$ cat src/ast_pkg.sv
// Shared constants and carrier types for the converter sample timing block.
// Assumes a 100 MHz mclk domain and a 32-bit classic Wishbone register port.
package ast_pkg;
  // ----------------------------------------------------------------
  // Widths
  // ----------------------------------------------------------------
  localparam int AST_TIME_W = 13; // Precharge / acquisition setting width
  localparam int AST_RES_W = 12; // Conversion result width
  localparam int AST_ACC_W = 18; // Accumulator width
  localparam int AST_ADR_W = 8; // Wishbone byte address width
  // ----------------------------------------------------------------
  // Register byte offsets (one aligned word each)
  // ----------------------------------------------------------------
  localparam logic [7:0] AST_OFS_CTRL = 8'h00;
  localparam logic [7:0] AST_OFS_CLKDIV = 8'h04;
  localparam logic [7:0] AST_OFS_PRE_L = 8'h08;
  localparam logic [7:0] AST_OFS_PRE_H = 8'h0C;
  localparam logic [7:0] AST_OFS_ACQ_L = 8'h10;
  localparam logic [7:0] AST_OFS_ACQ_H = 8'h14;
  localparam logic [7:0] AST_OFS_CAP = 8'h18;
  localparam logic [7:0] AST_OFS_RPT = 8'h1C;
  localparam logic [7:0] AST_OFS_CNT = 8'h20;
  localparam logic [7:0] AST_OFS_FLT_H = 8'h24;
  localparam logic [7:0] AST_OFS_FLT_L = 8'h28;
  localparam logic [7:0] AST_OFS_RES_H = 8'h2C;
  localparam logic [7:0] AST_OFS_RES_L = 8'h30;
  localparam logic [7:0] AST_OFS_STATUS = 8'h34;
  // ----------------------------------------------------------------
  // Control register fields
  // ----------------------------------------------------------------
  localparam int AST_CTRL_SRC = 0; // conversion_clock_source_bit
  localparam int AST_CTRL_FMT = 1; // result_justify_select
  localparam int AST_CTRL_MODE_LO = 2; // Computation mode, 3 bits
  localparam int AST_CTRL_CRS_LO = 5; // computation_right_shift, 3 bits
  localparam logic [7:0] AST_CTRL_RST = 8'h00;
  // Computation mode codes
  localparam logic [2:0] AST_MODE_BASIC = 3'h0;
  localparam logic [2:0] AST_MODE_ACC = 3'h1;
  localparam logic [2:0] AST_MODE_AVG = 3'h2;
  localparam logic [2:0] AST_MODE_BAVG = 3'h3;
  localparam logic [2:0] AST_MODE_LPF = 3'h4;
  // Stage status codes
  localparam logic [2:0] AST_STAT_IDLE = 3'h0;
  localparam logic [2:0] AST_STAT_PRE = 3'h1;
  localparam logic [2:0] AST_STAT_ACQ = 3'h2;
  localparam logic [2:0] AST_STAT_CONV = 3'h3;
  // Acquisition length used when its setting is zero after a precharge
  localparam logic [13:0] AST_ACQ_FULL = 14'h2000;
  localparam logic [7:0] AST_BYTE_RST = 8'h00;
  // ----------------------------------------------------------------
  // Types
  // ----------------------------------------------------------------
  typedef enum logic [1:0] {AST_S_IDLE, AST_S_PRE, AST_S_ACQ, AST_S_CONV} ast_stage_t;
  typedef struct packed {
    logic done; // Conversion finished, result valid
    logic [AST_RES_W-1:0] res; // Conversion result
  } ast_conv_t;
  typedef struct packed {
    logic vld; // Accumulator / filter update strobe
    logic [AST_ACC_W-1:0] acc; // accumulator_value, signed
    logic [15:0] low_pass_filter_mode; // Low-pass filter result, signed
  } ast_comp_t;
endpackage : ast_pkg

$ cat src/ast_timing.sv
// Sample timing, trigger repeat counting, filter output and result registers.
// Assumes trigger, conversion and computation inputs come from mclk logic;
// the dedicated RC clock arrives asynchronously and is sampled here.
// Functional notes
// - Nonzero setting N lasts N selected clocks
// - Zero precharge setting skips precharge stage
// - Zero acquisition: skip, or 8192 after precharge
// - Acquisition high register bits 7..5 read zero
// - Capacitor field adds n pF, upper bits zero
// - Repeat threshold gates check in filter modes
// - Writable trigger counter increments per trigger
// - Filter output is accumulator shifted right arithmetically
// - Low-pass mode shows low-pass filter result
// - Filter output read-only signed, two bytes
// - Left-justified upper result holds bits 11..4
// - Source bit zero selects system clock, divider
// - Stages precharge, acquisition, conversion; status code
// - Left-justified lower result holds bits 3..0
`timescale 1ns/10ps
module ast_timing
  import ast_pkg::*;
#(
  parameter int TIME_W = AST_TIME_W
) (
  // Clock and reset
  input wire logic mclk,
  input wire logic srst,
  // Wishbone slave
  input wire logic wb_cyc_i,
  input wire logic wb_stb_i,
  input wire logic wb_we_i,
  input wire logic [AST_ADR_W-1:0] wb_adr_i,
  input wire logic [3:0] wb_sel_i,
  input wire logic [31:0] wb_dat_i,
  output logic wb_ack_o,
  output logic [31:0] wb_dat_o,
  // Converter side
  input wire logic rc_clk_pin,
  input wire logic trig_i,
  input wire ast_conv_t conv_i,
  input wire ast_comp_t comp_i,
  output logic [2:0] stage_o,
  output logic [4:0] cap_sel_o,
  output logic conv_tick_o,
  output logic chk_o
);

  // ----------------------------------------------------------------
  // Elaboration check
  // ----------------------------------------------------------------
  if (TIME_W != AST_TIME_W) begin : g_bad_width
    $error("TIME_W must equal the 13-bit setting width");
  end

  // ----------------------------------------------------------------
  // Registers
  // ----------------------------------------------------------------
  logic [7:0] ctrl_q; // Source, format, mode, shift
  logic [5:0] clkdiv_q; // System clock divider select
  logic [TIME_W-1:0] pre_q; // precharge_time_setting
  logic [TIME_W-1:0] acq_q; // acquisition_time_setting
  logic [4:0] cap_q; // extra_capacitance_field
  logic [7:0] rpt_q; // repeat_threshold_field
  logic [7:0] cnt_q; // trigger_count_field
  logic [15:0] filter_output_value_q; // filter_output_value
  logic [7:0] resh_q; // Upper result register
  logic [7:0] resl_q; // Lower result register
  ast_stage_t stg_q; // Current stage
  ast_stage_t stg_d; // Next stage
  logic [TIME_W:0] tcnt_q; // Remaining stage ticks
  logic [TIME_W:0] tcnt_d;
  logic [6:0] div_q; // Divider phase counter
  logic rc_s1_q; // Synchroniser first stage
  logic rc_s2_q; // Synchroniser second stage
  logic rc_s3_q; // Edge history
  logic ack_q;
  logic [31:0] rdat_q;

  // Decoded controls
  logic clk_src; // High selects the dedicated RC clock
  logic fmt_right; // High selects right-justified result
  logic [2:0] mode;
  logic [2:0] computation_right_shift;
  logic rc_tick;
  logic stg_tick;
  logic wr_en;
  logic [7:0] wbyte;
  logic [7:0] cnt_inc;
  logic rpt_mode;

  assign clk_src = ctrl_q[AST_CTRL_SRC];
  assign fmt_right = ctrl_q[AST_CTRL_FMT];
  assign mode = ctrl_q[AST_CTRL_MODE_LO +: 3];
  assign computation_right_shift = ctrl_q[AST_CTRL_CRS_LO +: 3];
  assign wbyte = wb_dat_i[7:0];
  // Write lands on the edge where the master samples ack
  assign wr_en = wb_cyc_i & wb_stb_i & wb_we_i & ack_q & wb_sel_i[0];
  assign cnt_inc = cnt_q + 8'h01;
  assign rpt_mode = (mode == AST_MODE_LPF) | (mode == AST_MODE_AVG) | (mode == AST_MODE_BAVG);

  // ----------------------------------------------------------------
  // RC clock sampling
  // ----------------------------------------------------------------
  // Two flops before use; third flop only for edge detect
  always_ff @(posedge mclk) begin
    if (srst) begin
      rc_s1_q <= 1'b0;
      rc_s2_q <= 1'b0;
      rc_s3_q <= 1'b0;
    end else begin
      rc_s1_q <= rc_clk_pin;
      rc_s2_q <= rc_s1_q;
      rc_s3_q <= rc_s2_q;
    end
  end

  // One tick per RC rising edge; the RC clock must stay below mclk / 2
  assign rc_tick = rc_s2_q & ~rc_s3_q;
  // Stage timing counts system clock or RC ticks
  assign stg_tick = clk_src ? rc_tick : 1'b1;

  // ----------------------------------------------------------------
  // Conversion clock divider
  // ----------------------------------------------------------------
  // Divider only applies with the system clock selected
  always_ff @(posedge mclk) begin
    if (srst) begin
      div_q <= 7'h00;
      conv_tick_o <= 1'b0;
    end else if (clk_src) begin
      div_q <= 7'h00;
      conv_tick_o <= rc_tick;
    end else if (div_q >= {clkdiv_q, 1'b1}) begin
      div_q <= 7'h00;
      conv_tick_o <= 1'b1;
    end else begin
      div_q <= div_q + 7'h01;
      conv_tick_o <= 1'b0;
    end
  end

  // ----------------------------------------------------------------
  // Stage sequencer
  // ----------------------------------------------------------------
  // Next stage and counter load; settings are read only at stage start
  always_comb begin
    stg_d = stg_q;
    tcnt_d = tcnt_q;
    unique case (stg_q)
      AST_S_IDLE: begin
        if (trig_i) begin
          if (pre_q != '0) begin
            stg_d = AST_S_PRE;
            tcnt_d = {1'b0, pre_q};
          end else if (acq_q != '0) begin
            stg_d = AST_S_ACQ;
            tcnt_d = {1'b0, acq_q};
          end else begin
            stg_d = AST_S_CONV;
          end
        end
      end
      AST_S_PRE: begin
        if (stg_tick) begin
          tcnt_d = tcnt_q - 14'h0001;
          if (tcnt_q == 14'h0001) begin
            stg_d = AST_S_ACQ;
            tcnt_d = (acq_q == '0) ? AST_ACQ_FULL : {1'b0, acq_q};
          end
        end
      end
      AST_S_ACQ: begin
        if (stg_tick) begin
          tcnt_d = tcnt_q - 14'h0001;
          if (tcnt_q == 14'h0001) begin
            stg_d = AST_S_CONV;
          end
        end
      end
      AST_S_CONV: begin
        // Conversion length is set by the converter core
        if (conv_i.done) begin
          stg_d = AST_S_IDLE;
        end
      end
    endcase
  end

  // Stage state and counter
  always_ff @(posedge mclk) begin
    if (srst) begin
      stg_q <= AST_S_IDLE;
      tcnt_q <= '0;
    end else begin
      stg_q <= stg_d;
      tcnt_q <= tcnt_d;
    end
  end

  // Stage status code, registered for the output
  always_ff @(posedge mclk) begin
    if (srst) begin
      stage_o <= AST_STAT_IDLE;
    end else begin
      unique case (stg_d)
        AST_S_IDLE: stage_o <= AST_STAT_IDLE;
        AST_S_PRE: stage_o <= AST_STAT_PRE;
        AST_S_ACQ: stage_o <= AST_STAT_ACQ;
        AST_S_CONV: stage_o <= AST_STAT_CONV;
      endcase
    end
  end

  // ----------------------------------------------------------------
  // Software-written settings
  // ----------------------------------------------------------------
  always_ff @(posedge mclk) begin
    if (srst) begin
      ctrl_q <= AST_CTRL_RST;
      clkdiv_q <= '0;
      pre_q <= '0;
      acq_q <= '0;
      cap_q <= '0;
      rpt_q <= AST_BYTE_RST;
    end else if (wr_en) begin
      unique case (wb_adr_i)
        AST_OFS_CTRL: ctrl_q <= wbyte;
        AST_OFS_CLKDIV: clkdiv_q <= wbyte[5:0];
        AST_OFS_PRE_L: pre_q[7:0] <= wbyte;
        AST_OFS_PRE_H: pre_q[TIME_W-1:8] <= wbyte[4:0];
        AST_OFS_ACQ_L: acq_q[7:0] <= wbyte;
        AST_OFS_ACQ_H: acq_q[TIME_W-1:8] <= wbyte[4:0];
        AST_OFS_CAP: cap_q <= wbyte[4:0];
        AST_OFS_RPT: rpt_q <= wbyte;
        default: ;
      endcase
    end
  end

  // Capacitor select drives n unit 1 pF cells, zero adds none
  always_ff @(posedge mclk) begin
    if (srst) begin
      cap_sel_o <= '0;
    end else begin
      cap_sel_o <= cap_q;
    end
  end

  // ----------------------------------------------------------------
  // Trigger counter and threshold check
  // ----------------------------------------------------------------
  // A write and a trigger together: the written value is incremented
  always_ff @(posedge mclk) begin
    if (srst) begin
      cnt_q <= AST_BYTE_RST;
    end else if (wr_en && wb_adr_i == AST_OFS_CNT) begin
      cnt_q <= trig_i ? wbyte + 8'h01 : wbyte;
    end else if (trig_i) begin
      cnt_q <= cnt_inc;
    end
  end

  // Check pulse once the repeat threshold is reached, in averaging and low-pass modes only
  always_ff @(posedge mclk) begin
    if (srst) begin
      chk_o <= 1'b0;
    end else begin
      chk_o <= trig_i & rpt_mode & (cnt_inc >= rpt_q);
    end
  end

  // ----------------------------------------------------------------
  // Filter output and results
  // ----------------------------------------------------------------
  // Filter is read-only; updated by the computation strobe
  always_ff @(posedge mclk) begin
    if (srst) begin
      filter_output_value_q <= '0;
    end else if (comp_i.vld) begin
      if (mode == AST_MODE_LPF) begin
        filter_output_value_q <= comp_i.low_pass_filter_mode;
      end else begin
        filter_output_value_q <= 16'($signed(comp_i.acc) >>> computation_right_shift);
      end
    end
  end

  // Hardware result load wins over a same-cycle software write
  always_ff @(posedge mclk) begin
    if (srst) begin
      resh_q <= AST_BYTE_RST;
      resl_q <= AST_BYTE_RST;
    end else if (conv_i.done && stg_q == AST_S_CONV) begin
      if (fmt_right) begin
        resh_q <= {4'h0, conv_i.res[11:8]};
        resl_q <= conv_i.res[7:0];
      end else begin
        resh_q <= conv_i.res[11:4];
        resl_q <= {conv_i.res[3:0], 4'h0};
      end
    end else if (wr_en && wb_adr_i == AST_OFS_RES_H) begin
      resh_q <= wbyte;
    end else if (wr_en && wb_adr_i == AST_OFS_RES_L) begin
      resl_q <= wbyte;
    end
  end

  // ----------------------------------------------------------------
  // Wishbone answer
  // ----------------------------------------------------------------
  // Ack one cycle after the request, dropped the cycle after
  always_ff @(posedge mclk) begin
    if (srst) begin
      ack_q <= 1'b0;
      rdat_q <= '0;
    end else begin
      ack_q <= wb_cyc_i & wb_stb_i & ~ack_q;
      unique case (wb_adr_i)
        AST_OFS_CTRL: rdat_q <= {24'h0, ctrl_q};
        AST_OFS_CLKDIV: rdat_q <= {26'h0, clkdiv_q};
        AST_OFS_PRE_L: rdat_q <= {24'h0, pre_q[7:0]};
        AST_OFS_PRE_H: rdat_q <= {27'h0, pre_q[TIME_W-1:8]};
        AST_OFS_ACQ_L: rdat_q <= {24'h0, acq_q[7:0]};
        AST_OFS_ACQ_H: rdat_q <= {27'h0, acq_q[TIME_W-1:8]};
        AST_OFS_CAP: rdat_q <= {27'h0, cap_q};
        AST_OFS_RPT: rdat_q <= {24'h0, rpt_q};
        AST_OFS_CNT: rdat_q <= {24'h0, cnt_q};
        AST_OFS_FLT_H: rdat_q <= {24'h0, filter_output_value_q[15:8]};
        AST_OFS_FLT_L: rdat_q <= {24'h0, filter_output_value_q[7:0]};
        AST_OFS_RES_H: rdat_q <= {24'h0, resh_q};
        AST_OFS_RES_L: rdat_q <= {24'h0, resl_q};
        AST_OFS_STATUS: rdat_q <= {29'h0, stage_o};
        default: rdat_q <= '0; // Unmapped reads as zero
      endcase
    end
  end

  assign wb_ack_o = ack_q;
  assign wb_dat_o = rdat_q;

  // Helper: ticks seen in the current stage and its loaded length
  logic [TIME_W:0] seen_q;
  logic [TIME_W:0] len_q;
  always_ff @(posedge mclk) begin
    if (srst) begin
      seen_q <= '0;
      len_q <= '0;
    end else if (stg_d != stg_q) begin
      seen_q <= '0;
      len_q <= tcnt_d;
    end else if (stg_tick) begin
      seen_q <= seen_q + 14'h0001;
    end
  end
endmodule : ast_timing

$ cat config.mk
export PLATFORM = sky130hd
export DESIGN_NAME = ast_timing
export DESIGN_NICKNAME = d
export VERILOG_FILES = /design/src/ast_pkg.sv /design/src/ast_timing.sv
export SDC_FILE = /design/constraint.sdc
export NUM_CORES = 1
export LEC_CHECK = 0
export BUFFER_PORTS_ARGS = -buffer_cell sky130_fd_sc_hd__buf_2
export CAP_MARGIN = 40
export CELL_PAD_IN_SITES_DETAIL_PLACEMENT = 2
export CELL_PAD_IN_SITES_GLOBAL_PLACEMENT = 2
export CORE_ASPECT_RATIO = 1.4
export CORE_MARGIN = 2
export CORE_UTILIZATION = 36
export CTS_CLUSTER_SIZE = 40
export DETAILED_ROUTE_END_ITERATION = 8
export GPL_TIMING_DRIVEN = 0
export PLACE_DENSITY_LB_ADDON = 0.1
export RECOVER_POWER = 50
export SYNTH_ARGS = -nofsm -noshare
export SYNTH_HDL_FRONTEND = slang
export SYNTH_SLANG_ARGS = --single-unit
$ cat constraint.sdc
create_clock -name mclk -period 7.1 [get_ports mclk]
set_input_delay 1.065 -clock mclk [delete_from_list [all_inputs] [get_ports mclk]]
set_output_delay 1.065 -clock mclk [all_outputs]
set_load 0.005 [all_outputs]
==> results.cfg, run 1 <==
[status]
status = finished, violations left
violations = capacitance limit, slew limit

[grt]
grt_pass1_wl_microns = 51800
grt_pass1_vias = 8696
grt_max_degree = 17
grt_overflow = 0
grtUsageTotal_pct = 29.4
antenna_found_initial = 1

[detailed_routing]
wl_microns = 34400
drt_iter0_drc = 390
detail-route-antenna-nets = 0
vias = 8163
drc = 0
dr.pass1.iters = 5
viasPerCell = 5.72
wl_per_cell_microns = 24.1

[die]
die-area_sq_mm = 0.0238
die_w_microns = 131
die_y_microns = 182
core_sq_mm = 0.0224
std_cell_rows = 65
io_pins = 142
start_util_pct = 36.4

[finish]
drive_above_1_share_pct = 14.1
nets = 1234
final_cell_mix = 136 x dfxtp_1, 104 x nand2_1, 84 x nor2_1
final_common_cell = dfxtp_1
syn_to_final_growth_pct = 17.6
finish.instance_area_sq_mm = 0.00957

[power_and_ir_drop]
pwr-share-seq_pct = 33.6
ir_worst_vdd_mv = 0.206
power_frac_comb_pct = 34.9
power.share.switching_pct = 37.5
switching_power_uw = 1010
pwr-share-clk_pct = 31.5
p_leak_uw = 0.00357
power.density_mw_per_mm2 = 282
power.internal_uw = 1690

[logic_synthesis]
synth-edff-count = 0
synth_cell_types = 67
syn_area_sq_mm = 0.00814
synthArstFlopShare_pct = 0
yosys_warnings = 0
avgSynthCellArea_sq_um = 8.31
synthCells = 979
yosysSeqAreaShare_pct = 33.5
synth-main-ff-cell = dfxtp_1
synth-seq-cells = 136

[critical_path]
r2r_slack_ns = 3.79
cp.required_ns = 7.41
cp.arrival_ns = 4.40
worstReg2RegStart = pre_q[1]
cp-startpoint = wb_adr_i[5]
reg2regPathDepth = 6
path_class = in2reg
crit_end = cnt_q[1]
rr_endpoint = tcnt_q[8]
startpoint_type = input port
cp_max_fo = 10
critPathCaptureType = flop

[clocking]
post_cts_resize_count = 0
cts_htree_levels = 4
clk_pin_slew_ns = 0.07
holdBufCountCts = 0
tritoncts = built
cts_setup_buffers = 0
clk_latency_ns = 0.44
cts.sinks = 136
cts_buffer_depth = 2
cts_buffers = 17
cts_root_buffer = clkbuf_16

[sta]
hold_slack_ns = 0.446
report.final.slew_viol_count = 10
tightest_slew_ns = 1.63
finalCriticalPeriod_ns = 4.10
fin_setup_tns_ns = 0
rsz0062_at_grt = false
maxSlewHeadroom_pct = -10.1
timing.final.crit_share_pct = 57.7
fmax_ghz = 0.244
hold_viol = 0
setup_viol = 0
finClkSkew_ns = 0.0110

[placement]
gp_congestion = 0.933
portBuffers = 86
hpwl_microns = 26400
placed_area_sq_mm = 0.00906

[job]
max_cap_viol_count = 1

[hold_path]
hold_class = reg2reg
min-delay-start = rc_s1_q
-- critical path, stage by stage --
cell and delay, ns:
clkbuf_1 0.16, clkbuf_1 0.44, nor4b_1 1.34, nand3_1 0.63
mux4_2 0.63, nor2b_1 0.14
-- synth_stat cells (4+ instances only) --
master / count / area share [%]
and2_1: 5 / 0.38
a21o_1: 4 / 0.37
nor2_1: 83 / 3.8
nor4_1: 6 / 0.46
o211ai_1: 10 / 0.92
a32oi_1: 9 / 0.97
xnor2_1: 18 / 1.9
xor2_1: 17 / 1.8
a21oi_1: 75 / 4.6
or4_1: 5 / 0.46
a32o_1: 11 / 1.4
dfxtp_1: 136 / 33
nand4_1: 4 / 0.31
a22o_1: 10 / 1.1
o21ai_0: 24 / 1.5
buf_1: 5 / 0.23
nand3_1: 55 / 3.4
o22ai_1: 12 / 0.92
o221ai_1: 7 / 0.75
nand2_1: 104 / 4.8
nand2b_1: 19 / 1.5
a31oi_1: 8 / 0.62
or2_2: 4 / 0.31
inv_1: 26 / 1.2
mux2_2: 8 / 1.1
and3_1: 7 / 0.54
mux4_2: 9 / 2.5
a211o_1: 10 / 1.1
ha_1: 24 / 3.7
nor2b_1: 19 / 1.5
mux2i_1: 65 / 8.0
a22oi_1: 9 / 0.83
buf_4: 26 / 2.4
a211oi_1: 24 / 2.2
clkbuf_1: 60 / 2.8
nor3b_1: 4 / 0.37
nor3_1: 9 / 0.55
-- layer usage --
metal | vias to the layer above | GRT usage [%] | part of all wire [%]
met3 | 99 | 4.27 | 4.2
met1 | 4019 | 33.4 | 39
met2 | 275 | 51.3 | 50
met5 | - | 0 | 0
met4 | 0 | 17.1 | 6.3
li1 | 3770 | - | -
-- kinds of logic (layout without fill, tap and decap cells) --
group	Yosys count	in the layout	share of synthesized area (%)
other	1	26	0.0461
xor gates and xnor gates	35	35	3.77
muxes	82	82	11.6
and+or+nand+nor	346	346	21.0
DFF	136	136	33.5
buffers and inverters	121	242	6.92
adders and majority gates	24	24	3.69
AOI/OAI and AO/OA	234	234	19.5
-- area by class of cell --
cell class / count / area [sq um]
Tap cell: 301 / 377
Antenna cell: 1 / 2.50
Fill cell: 2576 / 12800
Multi-Input combinational cell: 746 / 4920
Timing Repair Buffer: 89 / 435
Buffer: 95 / 462
Sequential cell: 136 / 2720
Clock inverter: 14 / 111
Inverter: 26 / 97.6
Clock buffer: 18 / 439
-- power by group through the flow --
stage | registers, uW | clock network (uW) | logic (uW)
CTS | 907 | 860 | 958
global placement | 917 | 0 | 918
global route | 915 | 894 | 1040
detailed placement | 923 | 0 | 941
floorplan | 894 | 0 | 690
finish | 907 | 850 | 942
-- worst min-delay path by stage --
stage / cells past startpoint / endpoint
floorplan: 1 / rc_s2_q
global placement: 1 / rc_s2_q
detailed placement: 1 / rc_s2_q
CTS: 1 / rc_s2_q
global route: 1 / rc_s2_q
finish: 1 / rc_s2_q
-- through the flow --
| stage | setup slack, ns | std cells | power [uW] | utilization [%] |
|---|---|---|---|---|
| 2_1_floorplan | 4.20 | 1003 | 1580 | - |
| 6_report | 3.00 | 1426 | 2700 | 42.8 |
| 5_1_grt | 2.77 | 1425 | 2850 | 42.8 |
| 4_1_cts | 3.83 | 1425 | 2720 | 43.0 |
| 3_3_place_gp | 3.31 | 1390 | 1840 | 40.4 |
| 3_5_place_dp | 3.37 | 1393 | 1860 | 40.5 |
-- flip-flops by register name (all words and copies together) (netlist names), 6 cells and up --
name                   cells
wb_dat_o                   8
div_q                      7
tcnt_q                    14
clkdiv_q                   6
pre_q                     13
filter_output_value_q     16
acq_q                     13
resh_q                     8
ctrl_q                     8
rpt_q                      8
cnt_q                      8
resl_q                     8
No activity file was read; power rests on OpenSTA's default activity.
==> inputs of run 2 (changes only) <==
--- a/config.mk
+++ b/config.mk
@@ -11,7 +11,7 @@
 export CELL_PAD_IN_SITES_GLOBAL_PLACEMENT = 2
 export CORE_ASPECT_RATIO = 1.4
 export CORE_MARGIN = 2
-export CORE_UTILIZATION = 36
+export CORE_UTILIZATION = 30
 export CTS_CLUSTER_SIZE = 40
 export DETAILED_ROUTE_END_ITERATION = 8
 export GPL_TIMING_DRIVEN = 0
==> constraint.sdc (replaced) <==
create_clock -name mclk -period 3.3 [get_ports mclk]
set_input_delay 0.495 -clock mclk [delete_from_list [all_inputs] [get_ports mclk]]
set_output_delay 0.495 -clock mclk [all_outputs]
set_load 0.005 [all_outputs]
==> run 2 against run 1 <==
Against the previous run:
- the flow now finishes without violations
- register-to-register slack got worse by 3.5 ns
- hold slack lost 0.17 ns
- first-iteration DRC count is 16% lower
- setup slack lost 2.8 ns
- clock power rose by 130%
- core utilization down 6.4 points
- cell area rose by 1.5%
- sequential power rose by 110%
- critical path type unchanged
- highest routed layer unchanged
==> results.cfg, run 2 (synthesis gave the netlist of run 1 again) <==
[finish]
final_common_cell = dfxtp_1
top_register = filter_output_value_q
largestRegisters = filter_output_value_q: 16 flops, tcnt_q: 14 flops
drive_above_1_share_pct = 14.9
num_antenna_cells = 0
largest_reg_flops = 16
syn_to_final_growth_pct = 19.4
fin_cells = 1490
nets = 1236
final_cell_mix = 136 x dfxtp_1, 104 x nand2_1, 83 x nor2_1

[power_and_ir_drop]
p_leak_uw = 0.00361
ir_worst_vdd_mv = 0.362
power.density_mw_per_mm2 = 609

[critical_path]
cp.required_ns = 3.60
crit_end = wb_dat_o[7]
slowest_delay_ns = 0.56
path_buf_inv = 4
slowest_stage = clkbuf_1
path_common_cell = clkbuf_1
rr_endpoint = tcnt_q[5]
cp-startpoint = wb_adr_i[2]
worstReg2RegStart = stage_o[0]
crit_chain = clkbuf_1 > clkbuf_1 > nor4bb_1 > buf_2 > and3_1 > clkbuf_1 > a22oi_1 > a31oi_1
reg2regPathDepth = 8
path_class = in2reg
path_delay_family = buffers and inverters
cp.depth = 8
r2r_slack_ns = 0.29
cp.arrival_ns = 3.36
critPathCaptureType = flop
cp_max_fo = 10
startpoint_type = input port

[die]
start_util_pct = 30.4
core_sq_mm = 0.0267
std_cell_rows = 71
die_w_microns = 143
die-area_sq_mm = 0.0285
io_pins = 142
die_y_microns = 199

[clocking]
cts_root_buffer = clkbuf_16
clk_latency_ns = 0.44
cts_htree_levels = 4
tritoncts = built
clk_pin_slew_ns = 0.06
cts.sinks = 136
cts_buffers = 17
cts_buffer_depth = 2

[sta]
hold_slack_ns = 0.271
report.final.slew_viol_count = 0
finalCriticalPeriod_ns = 3.06
finClkSkew_ns = 0.0111
timing.final.crit_share_pct = 92.8
setup_viol = 0
fmax_ghz = 0.327
rsz0062_at_grt = false
tightest_slew_ns = 1.13
maxSlewHeadroom_pct = 23.8
hold_viol = 0

[detailed_routing]
drc = 0
detail-route-antenna-nets = 0
vias = 7998
wl_microns = 34900
drt_iter0_drc = 328
wl_per_cell_microns = 23.4
dr.pass1.iters = 5
viasPerCell = 5.37

[status]
status = complete, no violations

[placement]
place_inst = 1459
hpwl_microns = 27300
portBuffers = 86
gp_congestion = 0.927

[grt]
antenna_found_initial = 0
grt_overflow = 0
grt_pass1_wl_microns = 52800
grt_max_degree = 17
grt_util_met1_pct = 29.7
grt_pass1_vias = 8440
met3_usage_pct = 2.94
top_usage_layer = met2
grtUsageTotal_pct = 25.2
met2_usage_pct = 44.9

[job]
max_cap_viol_count = 0

[hold_path]
hold_class = in2reg
[run 2: changes by cell type in the layout (fill, tap and decap cells not counted), sizes merged]
cell,change
buf,+6
bufinv,+2
clkbuf,-3
clkinv,+2
clkinvlp,+1
diode,-1
inv,-7
[run 2: how the worst min path moves through the flow]
stage / start / to / slack, ns / cells past startpoint
final: rc_clk_pin / rc_s1_q / 0.27 / 2
after CTS: rc_clk_pin / rc_s1_q / 0.26 / 2
after floorplan: rc_s1_q / rc_s2_q / 0.41 / 1
after global placement: rc_s1_q / rc_s2_q / 0.42 / 1
after detailed placement: rc_s1_q / rc_s2_q / 0.43 / 1
after global routing: rc_clk_pin / rc_s1_q / 0.30 / 2
[run 2: per-stage QoR]
stage	setup TNS [ns]	area, sq um	power [uW]	setup WS, ns	util, %
after floorplan	0	8230	3410	0.916	-
after global placement	-0.0619	9110	3980	-0.0619	34.1
after detailed placement	-0.0815	9160	4040	-0.0815	34.2
after CTS	0	9740	5980	0.0683	36.4
after global routing	0	9710	6280	0.0575	36.3
final	0	9710	5910	0.239	36.3
[run 2: repair_timing]
action	in CTS	in global routing
buffers inserted	0	0
hold buffers	0	0
resized for setup	0	2
endpoints found under the setup margin	0	10
[run 2: layer usage]
metal	vias to the layer above	part of all wire (%)
li1	3763	-
met1	3962	41
met2	203	51
met3	70	3.1
met4	0	4.7
met5	-	0
[run 2: power by group]
| group | internal (uW) | switching [uW] |
|---|---|---|
| combinational | 861 | 1180 |
| clock | 1140 | 774 |
| sequential | 1780 | 172 |
| total | 3780 | 2130 |
[run 2: layout make-up]
class	instances	area (sq um)
timing repair buffer	91	455
multi-input combinational	746	4930
clock buffer	19	453
clock inverter	12	128
fill	3108	17000
buffer	95	467
inverter	26	97.6
tap	365	457
sequential	136	2720
==> inputs of run 3 (changes only) <==
--- a/config.mk
+++ b/config.mk
@@ -11,7 +11,7 @@
 export CELL_PAD_IN_SITES_GLOBAL_PLACEMENT = 2
 export CORE_ASPECT_RATIO = 1.4
 export CORE_MARGIN = 2
-export CORE_UTILIZATION = 30
+export CORE_UTILIZATION = 34
 export CTS_CLUSTER_SIZE = 40
 export DETAILED_ROUTE_END_ITERATION = 8
 export GPL_TIMING_DRIVEN = 0
==> constraint.sdc (replaced) <==
create_clock -name mclk -period 2.9 [get_ports mclk]
set_input_delay 0.435 -clock mclk [delete_from_list [all_inputs] [get_ports mclk]]
set_output_delay 0.435 -clock mclk [all_outputs]
set_load 0.005 [all_outputs]
==> run 3 against run 2 <==
Against the previous run:
- via count is 2.0% higher
- total power is 18% higher
- routed wire length is 1.3% lower
- clock skew is 0.0027 ns higher
- global-route usage is 2.5 points higher
- core utilization is 4.7 points higher
- setup slack worse by 0.055 ns
- sequential cell count stayed put
- cell area is 0.21% higher
- sequential share of layout area hardly changed
- non-clock buffer count stayed put
- clock-buffer cell count is 2 higher
- largest cell class unchanged
- largest power group is now clock
==> results.cfg, run 3 (synthesis gave the netlist of run 1 again) <==
[sta]
rsz0062_at_grt = false
finalCriticalPeriod_ns = 2.72
maxSlewHeadroom_pct = 39.4
setup_slack_ns = 0.184
hold_slack_ns = 0.205
hold_viol = 0
setup_viol = 0
tightest_slew_ns = 0.909
finClkSkew_ns = 0.0138
report.final.slew_viol_count = 0
fmax_ghz = 0.368
timing.final.crit_share_pct = 93.6

[placement]
gp_congestion = 0.949
placed_area_sq_mm = 0.00909
portBuffers = 86
hpwl_microns = 26800
pre_cts_ws_ns = -0.262
place_inst = 1404

[finish]
final_common_cell = dfxtp_1
fin_cells = 1436
num_antenna_cells = 0
drive_above_1_share_pct = 15.4
largestRegisters = filter_output_value_q: 16 flops, tcnt_q: 14 flops
syn_to_final_growth_pct = 19.6
nets = 1236
final_cell_mix = 135 x dfxtp_1, 104 x nand2_1, 83 x nor2_1
finish.instance_area_sq_mm = 0.00973
largest_reg_flops = 16
top_register = filter_output_value_q

[grt]
grt_overflow = 0
grt_max_degree = 17
grt_pass1_vias = 8681
grt_pass1_wl_microns = 52300
antenna_found_initial = 0
grtUsageTotal_pct = 27.7

[die]
die-area_sq_mm = 0.0252
std_cell_rows = 67
io_pins = 142
start_util_pct = 34.3
core_sq_mm = 0.0237
die_w_microns = 135
die_y_microns = 187

[hold_path]
min-delay-start = rc_clk_pin
hold_class = in2reg

[clocking]
cts_buffer_depth = 2
cts.sinks = 136
clk_pin_slew_ns = 0.06
clk_latency_ns = 0.45
cts_root_buffer = clkbuf_16
cts_buffers = 17
cts_htree_levels = 4
tritoncts = built
holdBufCountCts = 0

[critical_path]
slowest_delay_ns = 0.65
cp-startpoint = pre_q[1]
cp_max_fo = 10
slowest_stage = nor4_2
path_class = reg2reg
crit_chain = or4_1 > nor4_2 > a21oi_2 > nor2_1 > buf_2 > nand2_1 > o21ai_0
worstReg2RegStart = pre_q[1]
cp.required_ns = 3.26
critPathCaptureType = flop
cp.arrival_ns = 3.08
startpoint_type = flop

[detailed_routing]
drc = 0
wl_per_cell_microns = 24.0
vias = 8160
detail-route-antenna-nets = 0
dr.pass1.iters = 5
wl_microns = 34400
viasPerCell = 5.68
drt_iter0_drc = 363

[power_and_ir_drop]
power.density_mw_per_mm2 = 718
ir_worst_vdd_mv = 0.517
p_leak_uw = 0.00365

[job]
max_cap_viol_count = 0

[status]
status = complete, no violations
-- run 3: cell count changes in the layout (fill, tap and decap cells not counted), sizes merged --
cell,previous run,this run
clkinv,6,4
buf,111,114
bufinv,2,4
clkbuf,94,93
clkinvlp,4,3
-- run 3: worst paths after layout --
check | slack [ns] | to | cells after the start
worst max-delay path | 0.18 | tcnt_q[13] | 7
worst min-delay path | 0.21 | rc_s1_q | 2
worst max register to register | 0.18 | tcnt_q[13] | 7
worst min register to register | 0.44 | rc_s2_q | 1
-- run 3: cell type report --
cell class              count  area, sq um
inverters                  26         97.6
flip-flops and latches    136         2720
repair buffers             91          462
multi-input cells         746         4950
plain buffers              95          467
clock buffers              21          470
well taps                 310          388
clock inverters            11          170
fillers                  2750        14000
-- run 3: per-stage QoR --
step / utilization [%] / setup TNS, ns / power [uW]
after global routing: 41.0 / 0 / 7360
after global placement: 38.1 / -4.07 / 4510
after detailed placement: 38.3 / -4.89 / 4570
after floorplan: - / 0 / 3880
after CTS: 41.0 / 0 / 7030
final: 41.0 / 0 / 6990
-- run 3: timing repair --
| action | in CTS | in global routing |
|---|---|---|
| resized for setup | 3 | 2 |
| buffers inserted | 0 | 0 |
| endpoints found under the setup margin | 10 | 11 |
-- run 3: where the power goes --
part           total (uW)  internal (uW)  switching [uW]
sequential           2230           2020             200
combinational        2340            987            1350
clock                2430           1510             918
-- run 3: worst max-delay path: cells and delay by family, from the launching register on --
kind	cells	cell delay, ns
AOI/OAI and AO/OA	2	0.26
buffers and inverters	1	0.33
DFF	1	0.41
and+or+nand+nor	4	1.65
-- run 3: metal layers --
metal,wire [microns],global-route usage (%),part of all wire (%),up-vias
met3,1150,3.88,3.3,93
met1,13500,31.1,39,4071
met5,0,0,0,-
li1,-,-,-,3778
met2,17600,49.6,51,218
met4,2160,15.2,6.3,0
